<file path="src/shared/fcc_pkg.sv">
// Shared constants and types of the frame checker counter bank
package fcc_pkg;
  localparam int DATA_W = 32;            // Register bus data width
  localparam int ADDR_W = 18;            // Byte address width, covers four times the top index
  localparam int IDX_W  = 16;            // Width of a register index
  localparam int CNT_W  = 16;            // Width of each error counter and snapshot
  localparam int FRM_W  = 32;            // Width of the live received-frame counter
  localparam int LEN_W  = 11;            // Frame byte counter width, saturates above the oversize limit

  // Register indices; byte address is four times the index
  localparam logic [IDX_W-1:0] IDX_ENABLE    = 16'h8001;
  localparam logic [IDX_W-1:0] IDX_SRC_SEL   = 16'h8005;
  localparam logic [IDX_W-1:0] IDX_RX_ERR    = 16'h8008;
  localparam logic [IDX_W-1:0] IDX_FRM_HIGH  = 16'h8009;
  localparam logic [IDX_W-1:0] IDX_FRM_LOW   = 16'h800A;
  localparam logic [IDX_W-1:0] IDX_LEN_ERR   = 16'h800B;
  localparam logic [IDX_W-1:0] IDX_ALGN_ERR  = 16'h800C;
  localparam logic [IDX_W-1:0] IDX_SYMB_ERR  = 16'h800D;
  localparam logic [IDX_W-1:0] IDX_OVERSIZE  = 16'h800E;
  localparam logic [IDX_W-1:0] IDX_UNDERSIZE = 16'h800F;
  localparam logic [IDX_W-1:0] IDX_IRQ_STAT  = 16'h8040;
  localparam logic [IDX_W-1:0] IDX_IRQ_MASK  = 16'h8041;

  // Frame length limits in bytes
  localparam logic [LEN_W-1:0] MAX_FRAME_BYTES = 11'h5F2;   // 1522
  localparam logic [LEN_W-1:0] MIN_FRAME_BYTES = 11'h040;   // 64

  // Error event positions inside the per-frame error vector
  localparam int EVT_LEN  = 0;
  localparam int EVT_ALGN = 1;
  localparam int EVT_SYMB = 2;
  localparam int EVT_OSZ  = 3;
  localparam int EVT_USZ  = 4;
  localparam int N_ERR    = 5;
  // Interrupt status bits above the error events
  localparam int IRQ_FRAME = 5;
  localparam int IRQ_RXERR = 6;
  localparam int N_IRQ     = 7;

  // Reset values
  localparam logic             RST_ENABLE  = 1'b1;
  localparam logic             RST_SRC_SEL = 1'b0;
  localparam logic [CNT_W-1:0] RST_COUNT   = 16'h0000;
  localparam logic [FRM_W-1:0] RST_FRAMES  = 32'h0000_0000;
  localparam logic [N_IRQ-1:0] RST_MASK    = 7'h00;

  localparam logic [1:0] AXI_RESP_OKAY = 2'h0;

  // Frame stream from one source, same clock as the block
  typedef struct packed {
    logic dv;        // Frame data valid, high for the whole frame
    logic byte_stb;  // One byte of the frame in this cycle
    logic er;        // Receive error alongside dv
    logic len_err;   // Length error status of the frame
    logic algn_err;  // Alignment error status of the frame
  } fcc_stream_t;

  // One finished frame with its error classes
  typedef struct packed {
    logic             done;
    logic [N_ERR-1:0] err;
  } fcc_frame_evt_t;
endpackage

</file>
<file path="src/core/fcc_top.sv">
// Frame checker statistics bank: live counters, read-clear error count, snapshots

`timescale 1ns/100ps
module fcc_top
  import fcc_pkg::*;
(
  input  wire logic                CLK,
  input  wire logic                RSTN,
  // AXI4-Lite write address channel
  input  wire logic [ADDR_W-1:0]   S_AXI_AWADDR,
  input  wire logic                S_AXI_AWVALID,
  output logic                     S_AXI_AWREADY,
  // AXI4-Lite write data channel
  input  wire logic [DATA_W-1:0]   S_AXI_WDATA,
  input  wire logic [3:0]          S_AXI_WSTRB,
  input  wire logic                S_AXI_WVALID,
  output logic                     S_AXI_WREADY,
  // AXI4-Lite write response channel
  output logic [1:0]               S_AXI_BRESP,
  output logic                     S_AXI_BVALID,
  input  wire logic                S_AXI_BREADY,
  // AXI4-Lite read address channel
  input  wire logic [ADDR_W-1:0]   S_AXI_ARADDR,
  input  wire logic                S_AXI_ARVALID,
  output logic                     S_AXI_ARREADY,
  // AXI4-Lite read data channel
  output logic [DATA_W-1:0]        S_AXI_RDATA,
  output logic [1:0]               S_AXI_RRESP,
  output logic                     S_AXI_RVALID,
  input  wire logic                S_AXI_RREADY,
  // Frame streams on the block clock
  input  fcc_pkg::fcc_stream_t     PHY_RX_STREAM,
  input  fcc_pkg::fcc_stream_t     MAC_TX_STREAM,
  // Level interrupt
  output logic                     IRQ
);
  import fcc_pkg::*;

  // Register strobes from the bus front end
  logic              wr_stb;      // One-cycle write strobe
  logic [IDX_W-1:0]  wr_idx;      // Register index of the write
  logic [DATA_W-1:0] wr_data;     // Write data
  logic [3:0]        wr_be;       // Byte enables of the write
  logic              rd_stb;      // One-cycle read strobe
  logic [IDX_W-1:0]  rd_idx;      // Register index of the read
  logic [DATA_W-1:0] rd_data;     // Data for the read, sampled by the front end

  // Control registers
  logic              enable_r;    // Checker enable
  logic              src_sel_r;   // Stream source select
  logic [N_IRQ-1:0]  irq_mask_r;  // Interrupt mask, one enables
  logic [N_IRQ-1:0]  irq_stat_r;  // Sticky interrupt status
  logic [N_IRQ-1:0]  irq_stat_nxt;

  // Interrupt output
  logic              irq_r;       // Registered interrupt line

  // Counters and snapshots
  logic [FRM_W-1:0]  frames_r;                 // Live received-frame count
  logic [CNT_W-1:0]  live_err_r [N_ERR];       // Live per-class error counts
  logic [CNT_W-1:0]  snap_err_r [N_ERR];       // Snapshots of the class counts
  logic [CNT_W-1:0]  snap_frm_hi_r;            // Snapshot of frame count high half
  logic [CNT_W-1:0]  snap_frm_lo_r;            // Snapshot of frame count low half
  logic [CNT_W-1:0]  rx_err_r;                 // Receive error count, read-clear
  logic [CNT_W-1:0]  rx_err_nxt;

  // Frame path
  fcc_stream_t       sel_stream;  // Stream chosen for checking
  fcc_frame_evt_t    frame_evt;   // End-of-frame report
  logic              count_en;    // A finished frame that is to be counted
  logic              frame_bad;   // The counted frame carried any error

  // Read events
  logic              snap_take;   // Read of the error count this cycle
  logic              stat_rd;     // Read of the interrupt status this cycle

  // True when a strobe hits a given register index
  function automatic logic idx_hit(input logic stb, input logic [IDX_W-1:0] idx,
                                   input logic [IDX_W-1:0] target);
    idx_hit = stb & (idx == target);
  endfunction

  // Bus front end
  fcc_axil_slave u_bus (
    .clk     (CLK),
    .rst_n   (RSTN),

    // Write address and data
    .awaddr  (S_AXI_AWADDR),
    .awvalid (S_AXI_AWVALID),
    .awready (S_AXI_AWREADY),
    .wdata   (S_AXI_WDATA),
    .wstrb   (S_AXI_WSTRB),
    .wvalid  (S_AXI_WVALID),
    .wready  (S_AXI_WREADY),

    // Write response
    .bresp   (S_AXI_BRESP),
    .bvalid  (S_AXI_BVALID),
    .bready  (S_AXI_BREADY),

    // Read address and data
    .araddr  (S_AXI_ARADDR),
    .arvalid (S_AXI_ARVALID),
    .arready (S_AXI_ARREADY),
    .rdata   (S_AXI_RDATA),
    .rresp   (S_AXI_RRESP),
    .rvalid  (S_AXI_RVALID),
    .rready  (S_AXI_RREADY),

    // Register side strobes
    .wr_stb  (wr_stb),
    .wr_idx  (wr_idx),
    .wr_data (wr_data),
    .wr_be   (wr_be),
    .rd_stb  (rd_stb),
    .rd_idx  (rd_idx),
    .rd_data (rd_data)
  );

  // Source choice; switching mid-frame splices two streams, so software
  // should change it only while the checker is idle
  assign sel_stream = src_sel_r ? MAC_TX_STREAM : PHY_RX_STREAM;

  // Frame measurement
  fcc_frame_mon u_mon (
    .clk   (CLK),
    .rst_n (RSTN),
    .strm  (sel_stream),
    .evt   (frame_evt)
  );

  // Counting gate and read events
  assign count_en  = frame_evt.done & enable_r;
  assign frame_bad = |frame_evt.err;
  assign snap_take = idx_hit(rd_stb, rd_idx, IDX_RX_ERR);
  assign stat_rd   = idx_hit(rd_stb, rd_idx, IDX_IRQ_STAT);

  // Enable bit, resets to one
  always_ff @(posedge CLK or negedge RSTN) begin
    if (!RSTN) begin
      enable_r <= RST_ENABLE;
    end else if (idx_hit(wr_stb, wr_idx, IDX_ENABLE) && wr_be[0]) begin
      enable_r <= wr_data[0];
    end
  end

  // Source select bit
  always_ff @(posedge CLK or negedge RSTN) begin
    if (!RSTN) begin
      src_sel_r <= RST_SRC_SEL;
    end else if (idx_hit(wr_stb, wr_idx, IDX_SRC_SEL) && wr_be[0]) begin
      src_sel_r <= wr_data[0];
    end
  end

  // Interrupt mask
  always_ff @(posedge CLK or negedge RSTN) begin
    if (!RSTN) begin
      irq_mask_r <= RST_MASK;
    end else if (idx_hit(wr_stb, wr_idx, IDX_IRQ_MASK) && wr_be[0]) begin
      irq_mask_r <= wr_data[N_IRQ-1:0];
    end
  end

  // Live frame total; wraps rather than saturates
  always_ff @(posedge CLK or negedge RSTN) begin
    if (!RSTN) begin
      frames_r <= RST_FRAMES;
    end else if (count_en) begin
      frames_r <= frames_r + 32'h0000_0001;
    end
  end

  // Live class counters, one per error kind, all wrapping
  genvar gi;
  generate
    for (gi = 0; gi < N_ERR; gi++) begin : g_err
      // Class counter
      always_ff @(posedge CLK or negedge RSTN) begin
        if (!RSTN) begin
          live_err_r[gi] <= RST_COUNT;
        end else if (count_en && frame_evt.err[gi]) begin
          live_err_r[gi] <= live_err_r[gi] + 16'h0001;
        end
      end

      // Class snapshot; takes the pre-increment value of this cycle
      always_ff @(posedge CLK or negedge RSTN) begin
        if (!RSTN) begin
          snap_err_r[gi] <= RST_COUNT;
        end else if (snap_take) begin
          snap_err_r[gi] <= live_err_r[gi];
        end
      end
    end
  endgenerate

  // One strobe, so snapshots share one instant
  // Frame total snapshot, both halves in the same cycle
  always_ff @(posedge CLK or negedge RSTN) begin
    if (!RSTN) begin
      snap_frm_hi_r <= RST_COUNT;
      snap_frm_lo_r <= RST_COUNT;
    end else if (snap_take) begin
      snap_frm_hi_r <= frames_r[FRM_W-1:CNT_W];
      snap_frm_lo_r <= frames_r[CNT_W-1:0];
    end
  end

  // Receive error count next value; a bad frame in the cycle of the
  // clearing read survives as a count of one
  always_comb begin
    rx_err_nxt = rx_err_r;
    if (count_en && frame_bad) begin
      // Clear and count in one cycle
      if (snap_take) begin
        rx_err_nxt = 16'h0001;
      end else begin
        rx_err_nxt = rx_err_r + 16'h0001;
      end
    end else if (snap_take) begin
      // Plain clear after the read
      rx_err_nxt = RST_COUNT;
    end
  end

  // Receive error count register
  always_ff @(posedge CLK or negedge RSTN) begin
    if (!RSTN) begin
      rx_err_r <= RST_COUNT;
    end else begin
      rx_err_r <= rx_err_nxt;
    end
  end

  // Interrupt status: set beats the read-clear of the same cycle
  always_comb begin
    irq_stat_nxt = irq_stat_r;
    // Read clears first
    if (stat_rd) begin
      irq_stat_nxt = '0;
    end
    // Events after, so set wins
    if (count_en) begin
      irq_stat_nxt[N_ERR-1:0] = irq_stat_nxt[N_ERR-1:0] | frame_evt.err;
      irq_stat_nxt[IRQ_FRAME] = 1'b1;
      irq_stat_nxt[IRQ_RXERR] = irq_stat_nxt[IRQ_RXERR] | frame_bad;
    end
  end

  // Status register
  always_ff @(posedge CLK or negedge RSTN) begin
    if (!RSTN) begin
      irq_stat_r <= '0;
    end else begin
      irq_stat_r <= irq_stat_nxt;
    end
  end

  // Interrupt line, one cycle behind the status it reflects
  always_ff @(posedge CLK or negedge RSTN) begin
    if (!RSTN) begin
      irq_r <= 1'b0;
    end else begin
      irq_r <= |(irq_stat_r & irq_mask_r);
    end
  end

  assign IRQ = irq_r;

  // Read data; snapshot reads have no side effect, unmapped reads give zero
  always_comb begin
    rd_data = '0;
    case (rd_idx)
      // Control bits
      IDX_ENABLE: begin
        rd_data[0] = enable_r;
      end
      IDX_SRC_SEL: begin
        rd_data[0] = src_sel_r;
      end

      // Read-clear count
      IDX_RX_ERR: begin
        rd_data[CNT_W-1:0] = rx_err_r;
      end

      // Frame total halves
      IDX_FRM_HIGH: begin
        rd_data[CNT_W-1:0] = snap_frm_hi_r;
      end
      IDX_FRM_LOW: begin
        rd_data[CNT_W-1:0] = snap_frm_lo_r;
      end

      // Class snapshots
      IDX_LEN_ERR: begin
        rd_data[CNT_W-1:0] = snap_err_r[EVT_LEN];
      end
      IDX_ALGN_ERR: begin
        rd_data[CNT_W-1:0] = snap_err_r[EVT_ALGN];
      end
      IDX_SYMB_ERR: begin
        rd_data[CNT_W-1:0] = snap_err_r[EVT_SYMB];
      end
      IDX_OVERSIZE: begin
        rd_data[CNT_W-1:0] = snap_err_r[EVT_OSZ];
      end
      IDX_UNDERSIZE: begin
        rd_data[CNT_W-1:0] = snap_err_r[EVT_USZ];
      end

      // Interrupt words
      IDX_IRQ_STAT: begin
        rd_data[N_IRQ-1:0] = irq_stat_r;
      end
      IDX_IRQ_MASK: begin
        rd_data[N_IRQ-1:0] = irq_mask_r;
      end

      // Unmapped index
      default: begin
        rd_data = '0;
      end
    endcase
  end
endmodule

</file>
<file path="src/core/fcc_frame_mon.sv">
// Frame monitor: measures one frame stream and reports each finished frame
`timescale 1ns/100ps
module fcc_frame_mon
  import fcc_pkg::*;
(
  input  wire logic           clk,
  input  wire logic           rst_n,
  input  fcc_pkg::fcc_stream_t strm,
  output fcc_pkg::fcc_frame_evt_t evt
);
  logic                 in_frame_r;  // High while a frame is under way
  logic [LEN_W-1:0]     len_r;       // Bytes seen so far, saturating
  logic [N_ERR-1:0]     flag_r;      // Sticky status flags of this frame
  fcc_frame_evt_t       evt_r;       // Registered end-of-frame report
  logic                 frame_end;   // Falling edge of dv

  assign frame_end = in_frame_r & ~strm.dv;
  assign evt       = evt_r;

  // Frame activity follows dv
  always_ff @(posedge clk or negedge rst_n) begin
    if (!rst_n) begin
      in_frame_r <= 1'b0;
    end else begin
      in_frame_r <= strm.dv;
    end
  end

  // Byte length; saturation keeps a runaway frame above the oversize limit
  always_ff @(posedge clk or negedge rst_n) begin
    if (!rst_n) begin
      len_r <= '0;
    end else if (strm.dv && !in_frame_r) begin
      len_r <= {{(LEN_W-1){1'b0}}, strm.byte_stb};
    end else if (strm.dv && strm.byte_stb && len_r != {LEN_W{1'b1}}) begin
      len_r <= len_r + 11'h001;
    end
  end

  // Status flags gathered over the frame
  always_ff @(posedge clk or negedge rst_n) begin
    if (!rst_n) begin
      flag_r <= '0;
    end else if (strm.dv) begin
      flag_r[EVT_LEN]  <= (in_frame_r & flag_r[EVT_LEN]) | strm.len_err;
      flag_r[EVT_ALGN] <= (in_frame_r & flag_r[EVT_ALGN]) | strm.algn_err;
      flag_r[EVT_SYMB] <= (in_frame_r & flag_r[EVT_SYMB]) | strm.er;
      flag_r[EVT_OSZ]  <= 1'b0;
      flag_r[EVT_USZ]  <= 1'b0;
    end
  end

  // One-cycle report after the frame ends
  always_ff @(posedge clk or negedge rst_n) begin
    if (!rst_n) begin
      evt_r <= '0;
    end else begin
      evt_r.done <= frame_end;
      evt_r.err  <= '0;
      if (frame_end) begin
        evt_r.err[EVT_LEN]  <= flag_r[EVT_LEN];
        evt_r.err[EVT_ALGN] <= flag_r[EVT_ALGN];
        evt_r.err[EVT_SYMB] <= flag_r[EVT_SYMB];
        evt_r.err[EVT_OSZ]  <= (len_r > MAX_FRAME_BYTES);
        evt_r.err[EVT_USZ]  <= (len_r < MIN_FRAME_BYTES);
      end
    end
  end
endmodule

</file>
<file path="src/core/fcc_axil_slave.sv">
// AXI4-Lite slave front end: turns bus transfers into register strobes
`timescale 1ns/100ps
module fcc_axil_slave
  import fcc_pkg::*;
(
  input  wire logic              clk,
  input  wire logic              rst_n,
  input  wire logic [ADDR_W-1:0] awaddr,
  input  wire logic              awvalid,
  output logic                   awready,
  input  wire logic [DATA_W-1:0] wdata,
  input  wire logic [3:0]        wstrb,
  input  wire logic              wvalid,
  output logic                   wready,
  output logic [1:0]             bresp,
  output logic                   bvalid,
  input  wire logic              bready,
  input  wire logic [ADDR_W-1:0] araddr,
  input  wire logic              arvalid,
  output logic                   arready,
  output logic [DATA_W-1:0]      rdata,
  output logic [1:0]             rresp,
  output logic                   rvalid,
  input  wire logic              rready,
  output logic                   wr_stb,
  output logic [IDX_W-1:0]       wr_idx,
  output logic [DATA_W-1:0]      wr_data,
  output logic [3:0]             wr_be,
  output logic                   rd_stb,
  output logic [IDX_W-1:0]       rd_idx,
  input  wire logic [DATA_W-1:0] rd_data
);
  logic              aw_held_r;   // Write address captured
  logic              w_held_r;    // Write data captured
  logic              rd_pend_r;   // Read address captured, data due
  logic [ADDR_W-1:0] awaddr_r;
  logic [ADDR_W-1:0] araddr_r;
  logic [DATA_W-1:0] wdata_r;
  logic [3:0]        wstrb_r;
  logic              bvalid_r;
  logic              rvalid_r;
  logic [DATA_W-1:0] rdata_r;
  logic              arready_r;   // Address ready, a flop

  assign awready = ~aw_held_r;
  assign wready  = ~w_held_r;
  assign arready = arready_r;
  assign bvalid  = bvalid_r;
  assign rvalid  = rvalid_r;
  assign rdata   = rdata_r;
  assign bresp   = AXI_RESP_OKAY;
  assign rresp   = AXI_RESP_OKAY;
  // Strobes last one cycle because bvalid_r rises and rd_pend_r drops on the next edge
  assign wr_stb  = aw_held_r & w_held_r & ~bvalid_r;
  assign wr_idx  = awaddr_r[ADDR_W-1:2];
  assign wr_data = wdata_r;
  assign wr_be   = wstrb_r;
  assign rd_stb  = rd_pend_r;
  assign rd_idx  = araddr_r[ADDR_W-1:2];

  // Write address and data in either order, response after both
  always_ff @(posedge clk or negedge rst_n) begin
    if (!rst_n) begin
      aw_held_r <= 1'b0;
      w_held_r  <= 1'b0;
      awaddr_r  <= '0;
      wdata_r   <= '0;
      wstrb_r   <= '0;
      bvalid_r  <= 1'b0;
    end else begin
      if (awvalid && !aw_held_r) begin
        aw_held_r <= 1'b1;
        awaddr_r  <= awaddr;
      end
      if (wvalid && !w_held_r) begin
        w_held_r <= 1'b1;
        wdata_r  <= wdata;
        wstrb_r  <= wstrb;
      end
      if (wr_stb) begin
        bvalid_r <= 1'b1;
      end else if (bvalid_r && bready) begin
        bvalid_r  <= 1'b0;
        aw_held_r <= 1'b0;
        w_held_r  <= 1'b0;
      end
    end
  end

  // Read: capture address, fetch data next cycle, hold until rready
  always_ff @(posedge clk or negedge rst_n) begin
    if (!rst_n) begin
      rd_pend_r <= 1'b0;
      araddr_r  <= '0;
      rvalid_r  <= 1'b0;
      rdata_r   <= '0;
      arready_r <= 1'b1;
    end else begin
      if (arvalid && arready) begin
        rd_pend_r <= 1'b1;
        araddr_r  <= araddr;
        arready_r <= 1'b0;
      end else if (rd_pend_r) begin
        rd_pend_r <= 1'b0;
        rvalid_r  <= 1'b1;
        rdata_r   <= rd_data;
      end else if (rvalid_r && rready) begin
        rvalid_r <= 1'b0;
        arready_r <= 1'b1;
      end
    end
  end
endmodule

</file>
<file path="config.mk">
export PLATFORM = sky130hd
export DESIGN_NAME = fcc_top
export DESIGN_NICKNAME = d
export VERILOG_FILES = /design/src/shared/fcc_pkg.sv /design/src/core/fcc_top.sv /design/src/core/fcc_frame_mon.sv /design/src/core/fcc_axil_slave.sv
export SDC_FILE = /design/constraint.sdc
export NUM_CORES = 1
export LEC_CHECK = 0
export BUFFER_PORTS_ARGS = -buffer_cell sky130_fd_sc_hd__buf_2
export CAP_MARGIN = 40
export CORE_UTILIZATION = 50
export DETAILED_ROUTE_END_ITERATION = 10
export PLACE_DENSITY = 0.69
export SYNTH_ARGS = -nofsm -noshare
export SYNTH_HDL_FRONTEND = slang
export SYNTH_HIERARCHICAL = 1
export SYNTH_SLANG_ARGS = --single-unit
</file>
<file path="constraint.sdc">
create_clock -name CLK -period 3.65 [get_ports CLK]
set_clock_uncertainty 0.2 [all_clocks]
set_input_delay 0.365 -clock CLK [delete_from_list [all_inputs] [get_ports CLK]]
set_output_delay 0.365 -clock CLK [all_outputs]
set_load 0.01 [all_outputs]
</file>
==> impl_metrics.json <==
{
  "status": "finished clean",
  "cts_buffers": 39,
  "slew_viol_final": 0,
  "path_max_fanout": 37,
  "p_int_uw": 6651,
  "gr-total-overflow": 0,
  "die_h_um": 180.0,
  "start_util": 0.5125,
  "portBuffers": 94,
  "leakagePower_uw": 0.008985,
  "fin_crit_sh": 0.8005,
  "post-place-cells": 1740,
  "use_met3": 0.03525,
  "gr-usage-met2": 0.3840,
  "clock_path_buffers": 3,
  "fin_cells": 1857,
  "hp-class": "primary input to flop",
  "area_growth_pct": 17.68,
  "p_per_area_nw_per_um2": 457.2,
  "cts-root-buf": "clkbuf_16",
  "clk_pin_slew_worst_paths_ps": 60,
  "drt_iter0_drc": 662,
  "post-route-util": 0.6031,
  "grt_pass1_wl_um": 59290,
  "end_kind": "flop",
  "fin_setup_tns_ps": 0,
  "drive_gt1_frac": 0.2724,
  "ios": 131,
  "clkPwrFrac": 0.451,
  "p_comb_frac": 0.053,
  "drv_cap": 0,
  "hold_slack_ps": 23.77,
  "grt-busiest-layer": "met2",
  "syn_area_per_cell_sq_um": 12.68,
  "worstPathRequired_ps": 3840,
  "die_area_sq_um": 32400,
  "worstSkewPairLatency_ps": 520,
  "crit_arrival_ps": 3110,
  "max_clock_freq_mhz": 342.3,
  "dp_hpwl_um": 25460,
  "rsz0062_at_grt": "no",
  "fin_crit_ps": 2922,
  "power_frac_seq": 0.496,
  "htree_levels": 2,
  "post_cts_buffers": 0,
  "critical_path_class": "flop to flop",
  "max_stage_delay_ps": 690,
  "swShare": 0.2196,
  "via_per_inst": 5.662,
  "wirelength_um": 36100,
  "vias": 10520,
  "finalHoldViolCount": 0,
  "nets": 1530,
  "crit_path_cell_trace": "or4b_1, nor4_4, nand2_4, buf_4, mux2_2",
  "use_met1": 0.3130,
  "switchingPower_uw": 1871,
  "first_pass_iters": 6,
  "startpoint_type": "flop",
  "die-width_um": 180.0,
  "place.gp.congestion": 0.8537,
  "yosysWarnings": 6,
  "grt.total_usage": 0.2312,
  "cp_slowest_cell": "or4b_1",
  "slew_headroom": 0.4100,
  "grt_pass1_vias": 10620,
  "antenna_found_initial": 0,
  "setup_viol": 0,
  "tritoncts": "yes",
  "synthCells": 1249,
  "antenna_left": 0,
  "path_buf_inv": 1,
  "rows": 64,
  "tightest_slew_ps": 885.0,
  "core-area_sq_um": 30910,
  "crit_family": "simple AND/OR/NAND/NOR gates",
  "syn_area_sq_um": 15840,
  "grt_max_degree": 109,
  "insertedDiodeCount": 0,
  "ir_worst_vdd_mv": 0.2878,
  "cts.sinks": 356,
  "wl_per_cell_um": 19.44,
  "drc": 0
}
## worst register-to-register path, delay by kind of cell, from the launching register on
kind | cells | cell delay [ps]
buf+inv | 1 | 390
flops | 1 | 400
mux | 1 | 300
simple gates | 3 | 1500
## power by group through the flow
| stage | logic (uW) | clock network [uW] | registers, uW |
|---|---|---|---|
| after global routing | 502 | 4090 | 4250 |
| after floorplan | 252 | 0 | 4260 |
| after CTS | 456 | 3940 | 4220 |
| after detailed placement | 411 | 0 | 4290 |
| after global placement | 397 | 0 | 4290 |
| final | 451 | 3850 | 4230 |
## final cells by class
| type | instances | area, sq um |
|---|---|---|
| Clock buffer | 58 | 1097 |
| Sequential cell | 356 | 8911 |
| Timing Repair Buffer | 175 | 1266 |
| Clock inverter | 12 | 148.9 |
| Fill cell | 2431 | 12270 |
| Inverter | 18 | 67.56 |
| Tap cell | 396 | 495.5 |
| Multi-Input combinational cell | 842 | 6655 |
## metal layers
layer,vias to the layer above,wire length (um)
li1,4851,-
met1,5337,15750
met2,270,17660
met3,57,1752
met4,0,933
met5,-,0
## cell usage in the layout, fill, tap and decap left out, types with 10 or more instances in the layout
| cell | n |
|---|---|
| a22oi_1 | 19 |
| clkbuf_1 | 14 |
| nand3_1 | 55 |
| a21oi_1 | 11 |
| dfrtp_1 | 354 |
| nand2_1 | 94 |
| buf_4 | 28 |
| nor2_1 | 66 |
| buf_2 | 94 |
| conb_1 | 20 |
| dlygate4sd3_1 | 47 |
| inv_1 | 17 |
| a222oi_1 | 10 |
| nor3_1 | 21 |
| and3_1 | 21 |
| o21ai_0 | 12 |
| xor2_1 | 35 |
| xnor2_1 | 86 |
| mux2_4 | 38 |
| mux2i_1 | 13 |
| nand4_1 | 43 |
| clkbuf_16 | 39 |
| mux2_2 | 154 |
## worst paths after layout
| kind | depth (start not counted) | slack [ps] | from | end |
|---|---|---|---|---|
| setup reg to reg | 5 | 730 | u_bus/araddr_r[15]$_DFFE_PN0P_ | snap_err_r[70]$_DFFE_PN0P_ |
| hold / removal | 3 | 20 | PHY_RX_STREAM[0] | u_mon/flag_r[1]$_DFFE_PN0P_ |
| hold reg to reg | 1 | 260 | live_err_r[15]$_DFFE_PN0P_ | live_err_r[15]$_DFFE_PN0P_ |
| min in group asynchronous | 2 | 290 | RSTN | live_err_r[62]$_DFFE_PN0P_ |
| max in group asynchronous | 3 | 1970 | RSTN | enable_r$_DFFE_PN1P_ |
| setup / recovery | 5 | 730 | u_bus/araddr_r[15]$_DFFE_PN0P_ | snap_err_r[70]$_DFFE_PN0P_ |
## flip-flops by register name, summed over array words and instances, names as in the netlist, 3 cells and up
register        flops
frames_r           32
irq_mask_r          7
irq_stat_r          7
live_err_r         80
rx_err_r           16
snap_err_r         80
snap_frm_hi_r      16
snap_frm_lo_r      16
u_bus/araddr_r     16
u_bus/awaddr_r     16
u_bus/rdata        32
u_bus/wr_data       7
u_mon/evt           6
u_mon/flag_r        3
u_mon/len_r        11
## stage by stage
step | instance area [sq um] | setup WS, ps | total power, uW
4_1_cts | 18640 | 715.7 | 8618
3_3_place_gp | 16920 | 815.3 | 4684
3_5_place_dp | 16930 | 737.1 | 4705
6_report | 18640 | 728.2 | 8523
2_1_floorplan | 15910 | 980.9 | 4513
5_1_grt | 18640 | 591.8 | 8834
## repair_timing
action,in CTS,in global routing
gates resized for setup,0,0
endpoints found under the hold margin,144,0
hold buffers,47,0
No activity file was read; power rests on OpenSTA's default activity.
